## config.mk

```make
export PLATFORM = sky130hd
export DESIGN_NAME = adc_control_interface
export DESIGN_NICKNAME = d
export VERILOG_FILES = /design/src/logic/adc_ctrl_pkg.sv /design/src/logic/adc_sync.sv /design/src/logic/adc_clock_divider.sv /design/src/logic/adc_control_interface.sv
export VERILOG_INCLUDE_DIRS = /design/src /design/src/logic
export SDC_FILE = /design/constraint.sdc
export NUM_CORES = 1
export LEC_CHECK = 0
export ABC_AREA = 1
export BUFFER_PORTS_ARGS = -buffer_cell sky130_fd_sc_hd__buf_2
export CORE_AREA = 2 2 98 100
export DETAILED_ROUTE_END_ITERATION = 7
export DIE_AREA = 0 0 100 102
export RECOVER_POWER = 50
export SKIP_CTS_REPAIR_TIMING = 1
export SLEW_MARGIN = 20
export SYNTH_ARGS = -nofsm -noshare
export SYNTH_HDL_FRONTEND = slang
export SYNTH_SLANG_ARGS = --single-unit
```

## constraint.sdc

```tcl
create_clock -name sys_clk -period 3.8 [get_ports sys_clk]
set_clock_uncertainty 0.1 [all_clocks]
set_input_delay 0.57 -clock sys_clk [delete_from_list [all_inputs] [get_ports sys_clk]]
set_output_delay 0.57 -clock sys_clk [all_outputs]
set_load 0.02 [all_outputs]
```

## src/logic/adc_ctrl_regs.svh

```systemverilog
`ifndef ADC_CTRL_REGS_SVH
`define ADC_CTRL_REGS_SVH

// register indices; byte address is four times the index
`define ADC_IDX_RESULT_HIGH 8'h17
`define ADC_IDX_CONTROL 8'h18
`define ADC_IDX_REF_CHAN 8'h19
`define ADC_IDX_IRQ_STATUS 8'h1A
`define ADC_IDX_IRQ_MASK 8'h1B

// field positions
`define ADC_LOWNIB_LSB 4
`define ADC_START_BIT 3
`define ADC_CLKSEL_LSB 0
`define ADC_REFSEL_LSB 6
`define ADC_CHANSEL_LSB 0
`define ADC_IRQ_DONE_BIT 0
`define ADC_IRQ_REFERR_BIT 1

// reset values
`define ADC_RST_RESULT 12'h000
`define ADC_RST_CLKSEL 3'h0
`define ADC_RST_REFSEL 2'h0
`define ADC_RST_CHANSEL 5'h1F
`define ADC_RST_IRQ 2'h0

// reserved reference code
`define ADC_REF_RESERVED 2'h2

// converter clock half period for select code 000, in system clocks
`define ADC_DIV_HALF_MAX 8'h80

`endif

```

## src/logic/adc_ctrl_pkg.sv

```systemverilog
package adc_ctrl_pkg;

  // conversion sequencer states
  typedef enum logic [1:0] {
    SEQ_IDLE = 2'b00,
    SEQ_LAUNCH = 2'b01,
    SEQ_WAIT = 2'b10
  } seq_state_t;

  // reference select codes
  typedef enum logic [1:0] {
    REF_SUPPLY = 2'b00,
    REF_BANDGAP_248 = 2'b01,
    REF_RESERVED = 2'b10,
    REF_BANDGAP_200 = 2'b11
  } ref_code_t;

endpackage

```

## src/logic/adc_sync.sv

```systemverilog
`timescale 1ns/1ps

module adc_sync #(
  parameter int WIDTH = 1
) (
  // clock and reset
  input wire logic sys_clk,
  input wire logic reset,
  // asynchronous input and its synchronised copy
  input wire logic [WIDTH-1:0] async_in,
  output logic [WIDTH-1:0] sync_out
);

  logic [WIDTH-1:0] meta_q;
  logic [WIDTH-1:0] sync_q;

  // two flip-flops; the first is read only by the second
  always_ff @(posedge sys_clk or posedge reset)
  begin
    if (reset)
    begin
      meta_q <= '0;
      sync_q <= '0;
    end
    else
    begin
      meta_q <= async_in;
      sync_q <= meta_q;
    end
  end

  assign sync_out = sync_q;

endmodule

```

## src/logic/adc_clock_divider.sv

```systemverilog
`timescale 1ns/1ps
`include "adc_ctrl_regs.svh"

module adc_clock_divider (
  // clock and reset
  input wire logic sys_clk,
  input wire logic reset,
  // control
  input wire logic enable,
  input wire logic [2:0] clock_select,
  // divided converter clock
  output logic div_clk
);

  logic [7:0] count_q;
  logic [7:0] count_d;
  logic div_clk_q;
  logic div_clk_d;
  logic [7:0] half_m1;

  // half period minus one: 127 for code 000 down to 0 for code 111
  assign half_m1 = (`ADC_DIV_HALF_MAX >> clock_select) - 8'h01;

  // count half periods and toggle; idle holds the clock low
  always_comb
  begin
    count_d = count_q;
    div_clk_d = div_clk_q;
    if (!enable)
    begin
      count_d = 8'h00;
      div_clk_d = 1'b0;
    end
    else if (count_q >= half_m1)
    begin
      count_d = 8'h00;
      div_clk_d = ~div_clk_q;
    end
    else
    begin
      count_d = count_q + 8'h01;
    end
  end

  // register divider state
  always_ff @(posedge sys_clk or posedge reset)
  begin
    if (reset)
    begin
      count_q <= 8'h00;
      div_clk_q <= 1'b0;
    end
    else
    begin
      count_q <= count_d;
      div_clk_q <= div_clk_d;
    end
  end

  assign div_clk = div_clk_q;

endmodule

```

## src/logic/adc_control_interface.sv

```systemverilog
`timescale 1ns/1ps
`include "adc_ctrl_regs.svh"

module adc_control_interface (
  // clock and reset
  input wire logic sys_clk,
  input wire logic reset,
  // avalon-mm slave
  input wire logic [9:0] avs_address,
  input wire logic avs_read,
  input wire logic avs_write,
  input wire logic [31:0] avs_writedata,
  input wire logic [3:0] avs_byteenable,
  output logic [31:0] avs_readdata,
  output logic avs_waitrequest,
  // interrupt
  output logic irq,
  // analog conversion core
  output logic conv_clk,
  output logic conv_start,
  output logic [4:0] conv_channel,
  output logic [1:0] conv_reference,
  input wire logic conv_done,
  input wire logic [11:0] conv_result
);

  // bus handshake state
  logic ack_q;
  logic ack_d;
  logic [31:0] rdata_q;
  logic [31:0] rdata_d;
  logic req;
  logic [7:0] index;
  logic wr_take;
  logic wr_lane0;
  logic [7:0] wbyte;

  // configuration registers
  logic [2:0] clk_sel_q;
  logic [2:0] clk_sel_d;
  logic [1:0] ref_sel_q;
  logic [1:0] ref_sel_d;
  logic [4:0] chan_sel_q;
  logic [4:0] chan_sel_d;
  logic [2:0] run_sel_q;
  logic [2:0] run_sel_d;
  logic [11:0] result_q;
  logic [11:0] result_d;

  // sequencer
  adc_ctrl_pkg::seq_state_t state_q;
  adc_ctrl_pkg::seq_state_t state_d;
  logic conv_start_q;
  logic conv_start_d;
  logic done_prev_q;
  logic done_prev_d;
  logic done_s;
  logic [11:0] result_s;
  logic done_rise;
  logic start_req;
  logic busy;

  // interrupts
  logic [1:0] irq_status_q;
  logic [1:0] irq_status_d;
  logic [1:0] irq_mask_q;
  logic [1:0] irq_mask_d;
  logic [1:0] irq_events;
  logic irq_q;
  logic irq_d;

  // byte views of the registers
  logic [7:0] result_high_byte;
  logic [7:0] control_byte;
  logic [7:0] ref_chan_byte;

  // completion strobe and result words from the analog core
  adc_sync #(
    .WIDTH(13)
  ) u_core_sync (
    .sys_clk(sys_clk),
    .reset(reset),
    .async_in({conv_done, conv_result}),
    .sync_out({done_s, result_s})
  );

  // converter clock runs only while a conversion is under way
  adc_clock_divider u_divider (
    .sys_clk(sys_clk),
    .reset(reset),
    .enable(busy),
    .clock_select(run_sel_q),
    .div_clk(conv_clk)
  );

  // request decode; the write lands on the edge after the wait cycle, while waitrequest is low
  assign req = avs_read | avs_write;
  assign index = avs_address[9:2];
  assign wr_take = avs_write & ack_q;
  assign wr_lane0 = wr_take & avs_byteenable[0];
  assign wbyte = avs_writedata[7:0];
  assign avs_waitrequest = req & ~ack_q;

  // register byte images
  assign busy = (state_q != adc_ctrl_pkg::SEQ_IDLE);
  assign result_high_byte = result_q[11:4];
  always_comb
  begin
    control_byte = 8'h00;
    control_byte[`ADC_LOWNIB_LSB +: 4] = result_q[3:0];
    control_byte[`ADC_START_BIT] = busy;
    control_byte[`ADC_CLKSEL_LSB +: 3] = clk_sel_q;
    ref_chan_byte = 8'h00;
    ref_chan_byte[`ADC_REFSEL_LSB +: 2] = ref_sel_q;
    ref_chan_byte[`ADC_CHANSEL_LSB +: 5] = chan_sel_q;
  end

  // one wait cycle per access; read data captured in that cycle
  always_comb
  begin
    ack_d = req & ~ack_q;
    rdata_d = rdata_q;
    if (avs_read && !ack_q)
    begin
      rdata_d = 32'h0000_0000;
      unique case (index)
        `ADC_IDX_RESULT_HIGH: rdata_d[7:0] = result_high_byte;
        `ADC_IDX_CONTROL: rdata_d[7:0] = control_byte;
        `ADC_IDX_REF_CHAN: rdata_d[7:0] = ref_chan_byte;
        `ADC_IDX_IRQ_STATUS: rdata_d[1:0] = irq_status_q;
        `ADC_IDX_IRQ_MASK: rdata_d[1:0] = irq_mask_q;
        default: rdata_d = 32'h0000_0000; // unmapped reads as zero
      endcase
    end
  end

  // register bus handshake
  always_ff @(posedge sys_clk or posedge reset)
  begin
    if (reset)
    begin
      ack_q <= 1'b0;
      rdata_q <= 32'h0000_0000;
    end
    else
    begin
      ack_q <= ack_d;
      rdata_q <= rdata_d;
    end
  end

  assign avs_readdata = rdata_q;

  // configuration writes
  always_comb
  begin
    clk_sel_d = clk_sel_q;
    ref_sel_d = ref_sel_q;
    chan_sel_d = chan_sel_q;
    if (wr_lane0 && index == `ADC_IDX_CONTROL)
    begin
      clk_sel_d = wbyte[`ADC_CLKSEL_LSB +: 3];
    end
    if (wr_lane0 && index == `ADC_IDX_REF_CHAN)
    begin
      ref_sel_d = wbyte[`ADC_REFSEL_LSB +: 2];
      chan_sel_d = wbyte[`ADC_CHANSEL_LSB +: 5];
    end
  end

  // configuration registers
  always_ff @(posedge sys_clk or posedge reset)
  begin
    if (reset)
    begin
      clk_sel_q <= `ADC_RST_CLKSEL;
      ref_sel_q <= `ADC_RST_REFSEL;
      chan_sel_q <= `ADC_RST_CHANSEL;
    end
    else
    begin
      clk_sel_q <= clk_sel_d;
      ref_sel_q <= ref_sel_d;
      chan_sel_q <= chan_sel_d;
    end
  end

  // selections drive the analog core directly from their registers
  assign conv_channel = chan_sel_q;
  assign conv_reference = ref_sel_q;

  // divider select frozen at launch; a mid-conversion write cannot cut a phase short
  always_comb
  begin
    run_sel_d = run_sel_q;
    if (state_q == adc_ctrl_pkg::SEQ_IDLE)
    begin
      run_sel_d = clk_sel_d;
    end
  end

  // divider select register
  always_ff @(posedge sys_clk or posedge reset)
  begin
    if (reset)
    begin
      run_sel_q <= `ADC_RST_CLKSEL;
    end
    else
    begin
      run_sel_q <= run_sel_d;
    end
  end

  // result capture; both halves move on the edge that clears the start bit
  always_comb
  begin
    result_d = result_q;
    if (state_q == adc_ctrl_pkg::SEQ_WAIT && done_rise)
    begin
      result_d = result_s;
    end
  end

  // result register; a read never sees a half-updated pair
  always_ff @(posedge sys_clk or posedge reset)
  begin
    if (reset)
    begin
      result_q <= `ADC_RST_RESULT;
    end
    else
    begin
      result_q <= result_d;
    end
  end

  // a write of one to the start bit while idle launches a conversion
  assign start_req = wr_lane0 && index == `ADC_IDX_CONTROL && wbyte[`ADC_START_BIT];
  assign done_rise = done_s & ~done_prev_q;

  // sequencer: launch waits for a stale done to drop, then for a new one
  always_comb
  begin
    state_d = state_q;
    done_prev_d = done_s;
    unique case (state_q)
      adc_ctrl_pkg::SEQ_IDLE:
      begin
        if (start_req)
        begin
          state_d = adc_ctrl_pkg::SEQ_LAUNCH;
        end
      end
      adc_ctrl_pkg::SEQ_LAUNCH:
      begin
        if (!done_s)
        begin
          state_d = adc_ctrl_pkg::SEQ_WAIT;
        end
      end
      adc_ctrl_pkg::SEQ_WAIT:
      begin
        if (done_rise)
        begin
          state_d = adc_ctrl_pkg::SEQ_IDLE;
        end
      end
      default:
      begin
        state_d = adc_ctrl_pkg::SEQ_IDLE;
      end
    endcase
    conv_start_d = (state_d == adc_ctrl_pkg::SEQ_LAUNCH);
  end

  // sequencer registers
  always_ff @(posedge sys_clk or posedge reset)
  begin
    if (reset)
    begin
      state_q <= adc_ctrl_pkg::SEQ_IDLE;
      conv_start_q <= 1'b0;
      done_prev_q <= 1'b0;
    end
    else
    begin
      state_q <= state_d;
      conv_start_q <= conv_start_d;
      done_prev_q <= done_prev_d;
    end
  end

  assign conv_start = conv_start_q;

  // interrupt events: conversion complete, reserved reference written
  always_comb
  begin
    irq_events = 2'b00;
    irq_events[`ADC_IRQ_DONE_BIT] = (state_q == adc_ctrl_pkg::SEQ_WAIT) && done_rise;
    irq_events[`ADC_IRQ_REFERR_BIT] = wr_lane0 && index == `ADC_IDX_REF_CHAN
      && wbyte[`ADC_REFSEL_LSB +: 2] == `ADC_REF_RESERVED;
  end

  // sticky status, write one to clear; a new event beats the clear
  always_comb
  begin
    irq_status_d = irq_status_q;
    irq_mask_d = irq_mask_q;
    if (wr_lane0 && index == `ADC_IDX_IRQ_STATUS)
    begin
      irq_status_d = irq_status_q & ~wbyte[1:0];
    end
    if (wr_lane0 && index == `ADC_IDX_IRQ_MASK)
    begin
      irq_mask_d = wbyte[1:0];
    end
    irq_status_d = irq_status_d | irq_events;
    irq_d = |(irq_status_d & irq_mask_d);
  end

  // interrupt registers
  always_ff @(posedge sys_clk or posedge reset)
  begin
    if (reset)
    begin
      irq_status_q <= `ADC_RST_IRQ;
      irq_mask_q <= `ADC_RST_IRQ;
      irq_q <= 1'b0;
    end
    else
    begin
      irq_status_q <= irq_status_d;
      irq_mask_q <= irq_mask_d;
      irq_q <= irq_d;
    end
  end

  assign irq = irq_q;

endmodule

```

# Word level (Yosys, flattened, before mapping)
# Cells that the tools add are included.
[op_classes]
n_bitwise = 12
shift = 1
n_eq_ne = 10
n_mux = 13
n_addsub = 2
n_reduce_logical = 12
order_cmp = 1
[ops]
columns = ["op", "count"]
rows = [
  ["$eq 8x5->1 const B", 5],
  ["$pmux 6 s3", 1],
  ["$mux 8", 2],
  ["$mux 2", 5],
  ["$pmux 2 s5", 1],
  ["$add 8x1->8 const B", 1],
  ["$ge 8x8->1", 1],
  ["$logic_and 1x1->1", 8],
  ["$shr 8x3->8 const A", 1],
  ["$sub 8x1->8 const B", 1],
  ["$pmux 2 s3", 1],
  ["$and 1x1->1", 4],
  ["$and 2x2->2", 2],
  ["$eq 2x1->1 const B", 2],
  ["$eq 2x2->1 const B", 2],
  ["$mux 3", 1],
  ["$not 1->1", 3],
  ["$logic_not 2->1", 1],
  ["$mux 1", 2],
  ["$ne 2x2->1 const B", 1],
  ["$not 2->2", 1],
  ["$or 2x2->2", 1],
  ["$reduce_bool 2->1", 1],
  ["$reduce_or 2->1", 1],
  ["2 further kinds", 2],
]
[totals]
word_cells = 68
reg_bits = 78
in_bits = 63

# Longest topological paths before layout
[depth]
ltp_word = 7
mapped_depth = 14

# Cells and area by module
# From an unflattened synthesis, not the netlist that was laid out.
[unflattened]
hier_cells = 383
area_unflattened_um2 = 3587.2
[modules_own_cells]
columns = ["module", "area_each_um2", "n_inst", "seq_area_each_um2", "cells_per_inst"]
rows = [
  ["adc_control_interface", 2220.9, 1, 1082.3, 259],
  ["adc_clock_divider", 711.9, 1, 225.2, 97],
  ["adc_sync", 654.4, 1, 650.6, 27],
]

# Worst setup path after synthesis
# No wires, ideal clock.
[synth_path]
path_kind = "register -> register"
start = "reg run_sel_q[0]"
end = "reg u_divider.div_clk_q, in the netlist u_divider.div_clk"
setup_time_ns = 0.117
stages_incl_launch_ff = 14
setup_slack_ns = 1.747
n_path_buf = 0
arrival_ns = 1.836
synth_period_minus_slack_ns = 2.053
cell_sequence = "dfrtp_1 > inv_1 > nand3_1 > ha_1 > inv_1 > xor2_1 > nand3_1 > ha_1 > nand2_1 > nor2_1 > nor2_2 > nand2_1 > nand2_1 > nand2_1"
[synth_between]
elab_chain_cells = 4
[synth_lines]
columns = ["element", "line_no", "text"]
rows = [
  ["from (decl)", "adc_control_interface.sv:45", "logic [2:0] run_sel_q;"],
  ["from (signal assigned)", "adc_control_interface.sv:207", "run_sel_q <= `ADC_RST_CLKSEL;"],
  ["from (signal assigned)", "adc_control_interface.sv:211", "run_sel_q <= run_sel_d;"],
  ["$shr 8x3->8 (no line)", "-", ""],
  ["$sub 8x1->8", "adc_clock_divider.sv:22", "assign half_m1 = (`ADC_DIV_HALF_MAX >> clock_select) - 8'h01;"],
  ["$ge 8x8->1", "adc_clock_divider.sv:34", "else if (count_q >= half_m1)"],
  ["$ne 2x2->1 (no line)", "-", ""],
  ["to (signal assigned)", "adc_clock_divider.sv:56", "div_clk_q <= div_clk_d;"],
  ["to (decl)", "adc_clock_divider.sv:17", "logic div_clk_q;"],
]
# No other way between the ends.
# A chain may end at the register's enable or synchronous reset.

# Worst setup path after layout
[layout_path]
start = "reg run_sel_q[2]"
end = "reg u_divider.div_clk_q, in the netlist u_divider.div_clk"
# The elaborated chain is that of the path after synthesis.

==> results.sh <==
export IMPL_rr_worst_depth=12
export IMPL_min_to="u_core_sync.meta_q[9]"
export IMPL_ir_drop_uv=168
export IMPL_critPathLaunch="run_sel_q[2]"
export IMPL_clock_sinks=78
export IMPL_place_congestion=0.837
export IMPL_path_cells="nand3_1, ha_1, inv_1, xor2_1, nand3_1, ha_1, nand2_1, nor2_1, nor2_2, nand2_1, nand2_1, nand2_1"
export IMPL_max_stage_delay_ns=0.49
export IMPL_synth_top_area_cell="dfrtp_1"
export IMPL_cp_buffers_inverters=1
export IMPL_antenna_left=0
export IMPL_vias=2535
export IMPL_place_hpwl_um=5040
export IMPL_fmaxAchievable_mhz=413
export IMPL_totalWireLength_um=6790
export IMPL_crit_path_end_kind="flip-flop"
export IMPL_die_area_sq_um=10200
export IMPL_r2r_setup_slack_ns=1.38
export IMPL_detailed_place_area_sq_um=3830
export IMPL_yosys_top_cells_area="dfrtp_1 (51%), nand2_1 (8.5%), nand3_1 (6.1%)"
export IMPL_die_x_um=100
export IMPL_antenna_found_initial=0
export IMPL_worstHoldStart="conv_result[9]"
export IMPL_start_kind="flip-flop"
export IMPL_clk_latency_ns=0.35
export IMPL_drt_iter0_markers=117
export IMPL_ys_ff_latch=78
export IMPL_rsz0062_at_grt="false"
export IMPL_fin_setup_tns_ns=0
export IMPL_cp_common_cell="nand2_1"
export IMPL_ys_warn_count=0
export IMPL_synth_avg_cell_area_sq_um=9.53
export IMPL_slowest_stage="dfrtp_1"
export IMPL_path_class="reg2reg"
export IMPL_yosysSeqAreaShare=0.546
export IMPL_rr_endpoint="u_divider.div_clk"
export IMPL_layout_nets=506
export IMPL_final_cells=549
export IMPL_crit_arrival_ns=2.57
export IMPL_io_buffers=51
export IMPL_diodes=0
export IMPL_core_area_sq_um=9110
export IMPL_layout_drive_gt1_share=0.196
export IMPL_final_hold_violation_count=0
export IMPL_drc=0
export IMPL_io_pins=106
export IMPL_slew_headroom=0.131
export IMPL_initial_utilization=0.393
export IMPL_cts_root_buf="clkbuf_8"
export IMPL_worstMarginPinSlew_ns=1.30
export IMPL_netlist_area_leader_share=0.510
export IMPL_die_y_um=102
export IMPL_design_area_sq_um=4000
export IMPL_grt_usage=0.145
export IMPL_syn_inst=376
export IMPL_path_delay_family="simple AND/OR/NAND/NOR gates"
export IMPL_cp_max_fo=8
export IMPL_syn_area_sq_um=3580
export IMPL_power_total_mw=1.60
export IMPL_cts_buffers=9
export IMPL_status="finished, final reports clean"
export IMPL_powerDensity_nw_per_um2=399
export IMPL_setup_violations_final=0
export IMPL_r2r_start="run_sel_q[2]"
export IMPL_fin_crit_ns=2.42
export IMPL_rows=35
export IMPL_cts_buffer_depth=2
export IMPL_grt_pass1_vias=2415
export IMPL_maxCapViolCount=0
export IMPL_cts_tree="built"
export IMPL_dp_cells=533
export IMPL_synth_cell_type_count=27
export IMPL_grt_max_degree=55
export IMPL_firstDrtPassIters=4
export IMPL_worstPathRequired_ns=3.95
export IMPL_p_leak_nw=2.13
export IMPL_hold_class="in2reg"
export IMPL_finalMaxSlewViolations=0
export IMPL_grt_overflow=0
export IMPL_period_share=0.638
export IMPL_fin_hold_ws_ns=0.208
export IMPL_clkSlewWorstSetupHoldPaths_ns=0.10
export IMPL_min_path_cells=1
export IMPL_htreeDepth=3
export IMPL_syn2layout_area_growth_pct=11.7
export IMPL_grt_first_pass_wirelength_um=11400
export IMPL_avgViaCountPerCell=4.62
export IMPL_detail_route_wl_per_cell_um=12.4
## worst register-to-register path, stage by stage, from the launching register on
cell and delay, ns:
dfrtp_1 0.49, nand3_1 0.15, ha_1 0.22, inv_1 0.13, xor2_1 0.18, nand3_1 0.12
ha_1 0.28, nand2_1 0.08, nor2_1 0.06, nor2_2 0.22, nand2_1 0.18, nand2_1 0.09
nand2_1 0.05
## worst max-delay path by stage
| stage | endpoint | slack, ns | cells after the start |
|---|---|---|---|
| after global placement | u_divider.div_clk | 1.47 | 12 |
| after detailed placement | u_divider.div_clk | 1.37 | 12 |
| after CTS | u_divider.div_clk | 1.36 | 12 |
| after global routing | irq | 1.03 | 3 |
| after floorplan | ack_q | 1.14 | 1 |
| final | u_divider.div_clk | 1.38 | 12 |
## cell usage in the layout (no fill, tap or decap), types with 2 or more instances in the layout
cell type / count
clkbuf_8: 9
o21ai_0: 7
conb_1: 25
inv_6: 3
a21oi_1: 10
mux2_2: 9
nand4_1: 2
clkinvlp_4: 2
inv_1: 38
buf_2: 42
nand2_2: 3
nor2_2: 2
xor2_1: 3
o21a_1: 4
dfrtp_1: 73
nor2_4: 4
ha_1: 10
o21ai_1: 8
dfstp_2: 5
nand2_1: 82
clkbuf_1: 9
o211ai_1: 3
nor2_1: 32
nand3_1: 44
## per-stage QoR
stage | setup slack (ns) | utilization
after floorplan | 1.14 | -
after global placement | 1.47 | 0.421
after detailed placement | 1.37 | 0.421
after CTS | 1.36 | 0.441
after global routing | 1.03 | 0.440
final | 1.38 | 0.440
## state kept, by name (all words and copies together), names as in the netlist
name	cells
ack_q	1
avs_readdata	8
clk_sel_q	3
conv_channel	5
conv_reference	2
conv_start	1
done_prev_q	1
irq	1
irq_mask_q	2
irq_status_q	2
result_q	12
run_sel_q	3
state_q	2
u_core_sync.meta_q	13
u_core_sync.sync_out	13
u_divider.count_q	8
u_divider.div_clk	1
## cells in the mapped netlist
| cell | n |
|---|---|
| a21oi_1 | 10 |
| nor2_1 | 32 |
| dfstp_2 | 5 |
| nand4_1 | 2 |
| nor2_8 | 1 |
| inv_2 | 1 |
| inv_1 | 38 |
| o21ai_1 | 8 |
| mux2_2 | 9 |
| nand3_4 | 1 |
| conb_1 | 2 |
| xor2_1 | 3 |
| nand2_2 | 4 |
| nand2_1 | 81 |
| nor2_2 | 2 |
| xnor2_1 | 1 |
| buf_6 | 5 |
| o21a_1 | 4 |
| o211ai_1 | 3 |
| nand3_1 | 44 |
| ha_1 | 10 |
| nand2_4 | 1 |
| nor2_4 | 4 |
| o21ai_0 | 7 |
| buf_4 | 24 |
| o21bai_1 | 1 |
| dfrtp_1 | 73 |
## cells by family (layout without fill, tap and decap cells)
family	count (synthesis)	count (layout)	synth area share
simple gates	172	172	0.220
flops	78	78	0.546
buf+inv	68	107	0.107
compound gates	33	33	0.0517
fa+ha+maj	10	10	0.0349
mux	9	9	0.0283
xor+xnor	4	4	0.00978
other cells	2	25	0.00210
## power by group
group,internal [mW],leakage (nW),switching (mW)
Sequential,0.871,0.975,0.0211
Clock,0.249,0.0888,0.336
Combinational,0.0368,1.07,0.0840
Total,1.16,2.13,0.441
## routing by layer
| metal | track usage | vias up | routed length, um |
|---|---|---|---|
| met2 | 0.233 | 72 | 3090 |
| met3 | 0.0253 | 8 | 292 |
| met4 | 0.0674 | 0 | 117 |
| met5 | 0 | - | 0 |
| met1 | 0.193 | 1193 | 3290 |
| li1 | - | 1262 | - |
## layout make-up
class,instances,area [sq um]
fill,911,5100
sequential,78,1960
multi-input combinational,253,1330
timing repair buffer,52,249
inverter,39,146
tap,111,139
clock buffer,9,124
clock inverter,7,61.3
Power figures use the tool's default switching activity.
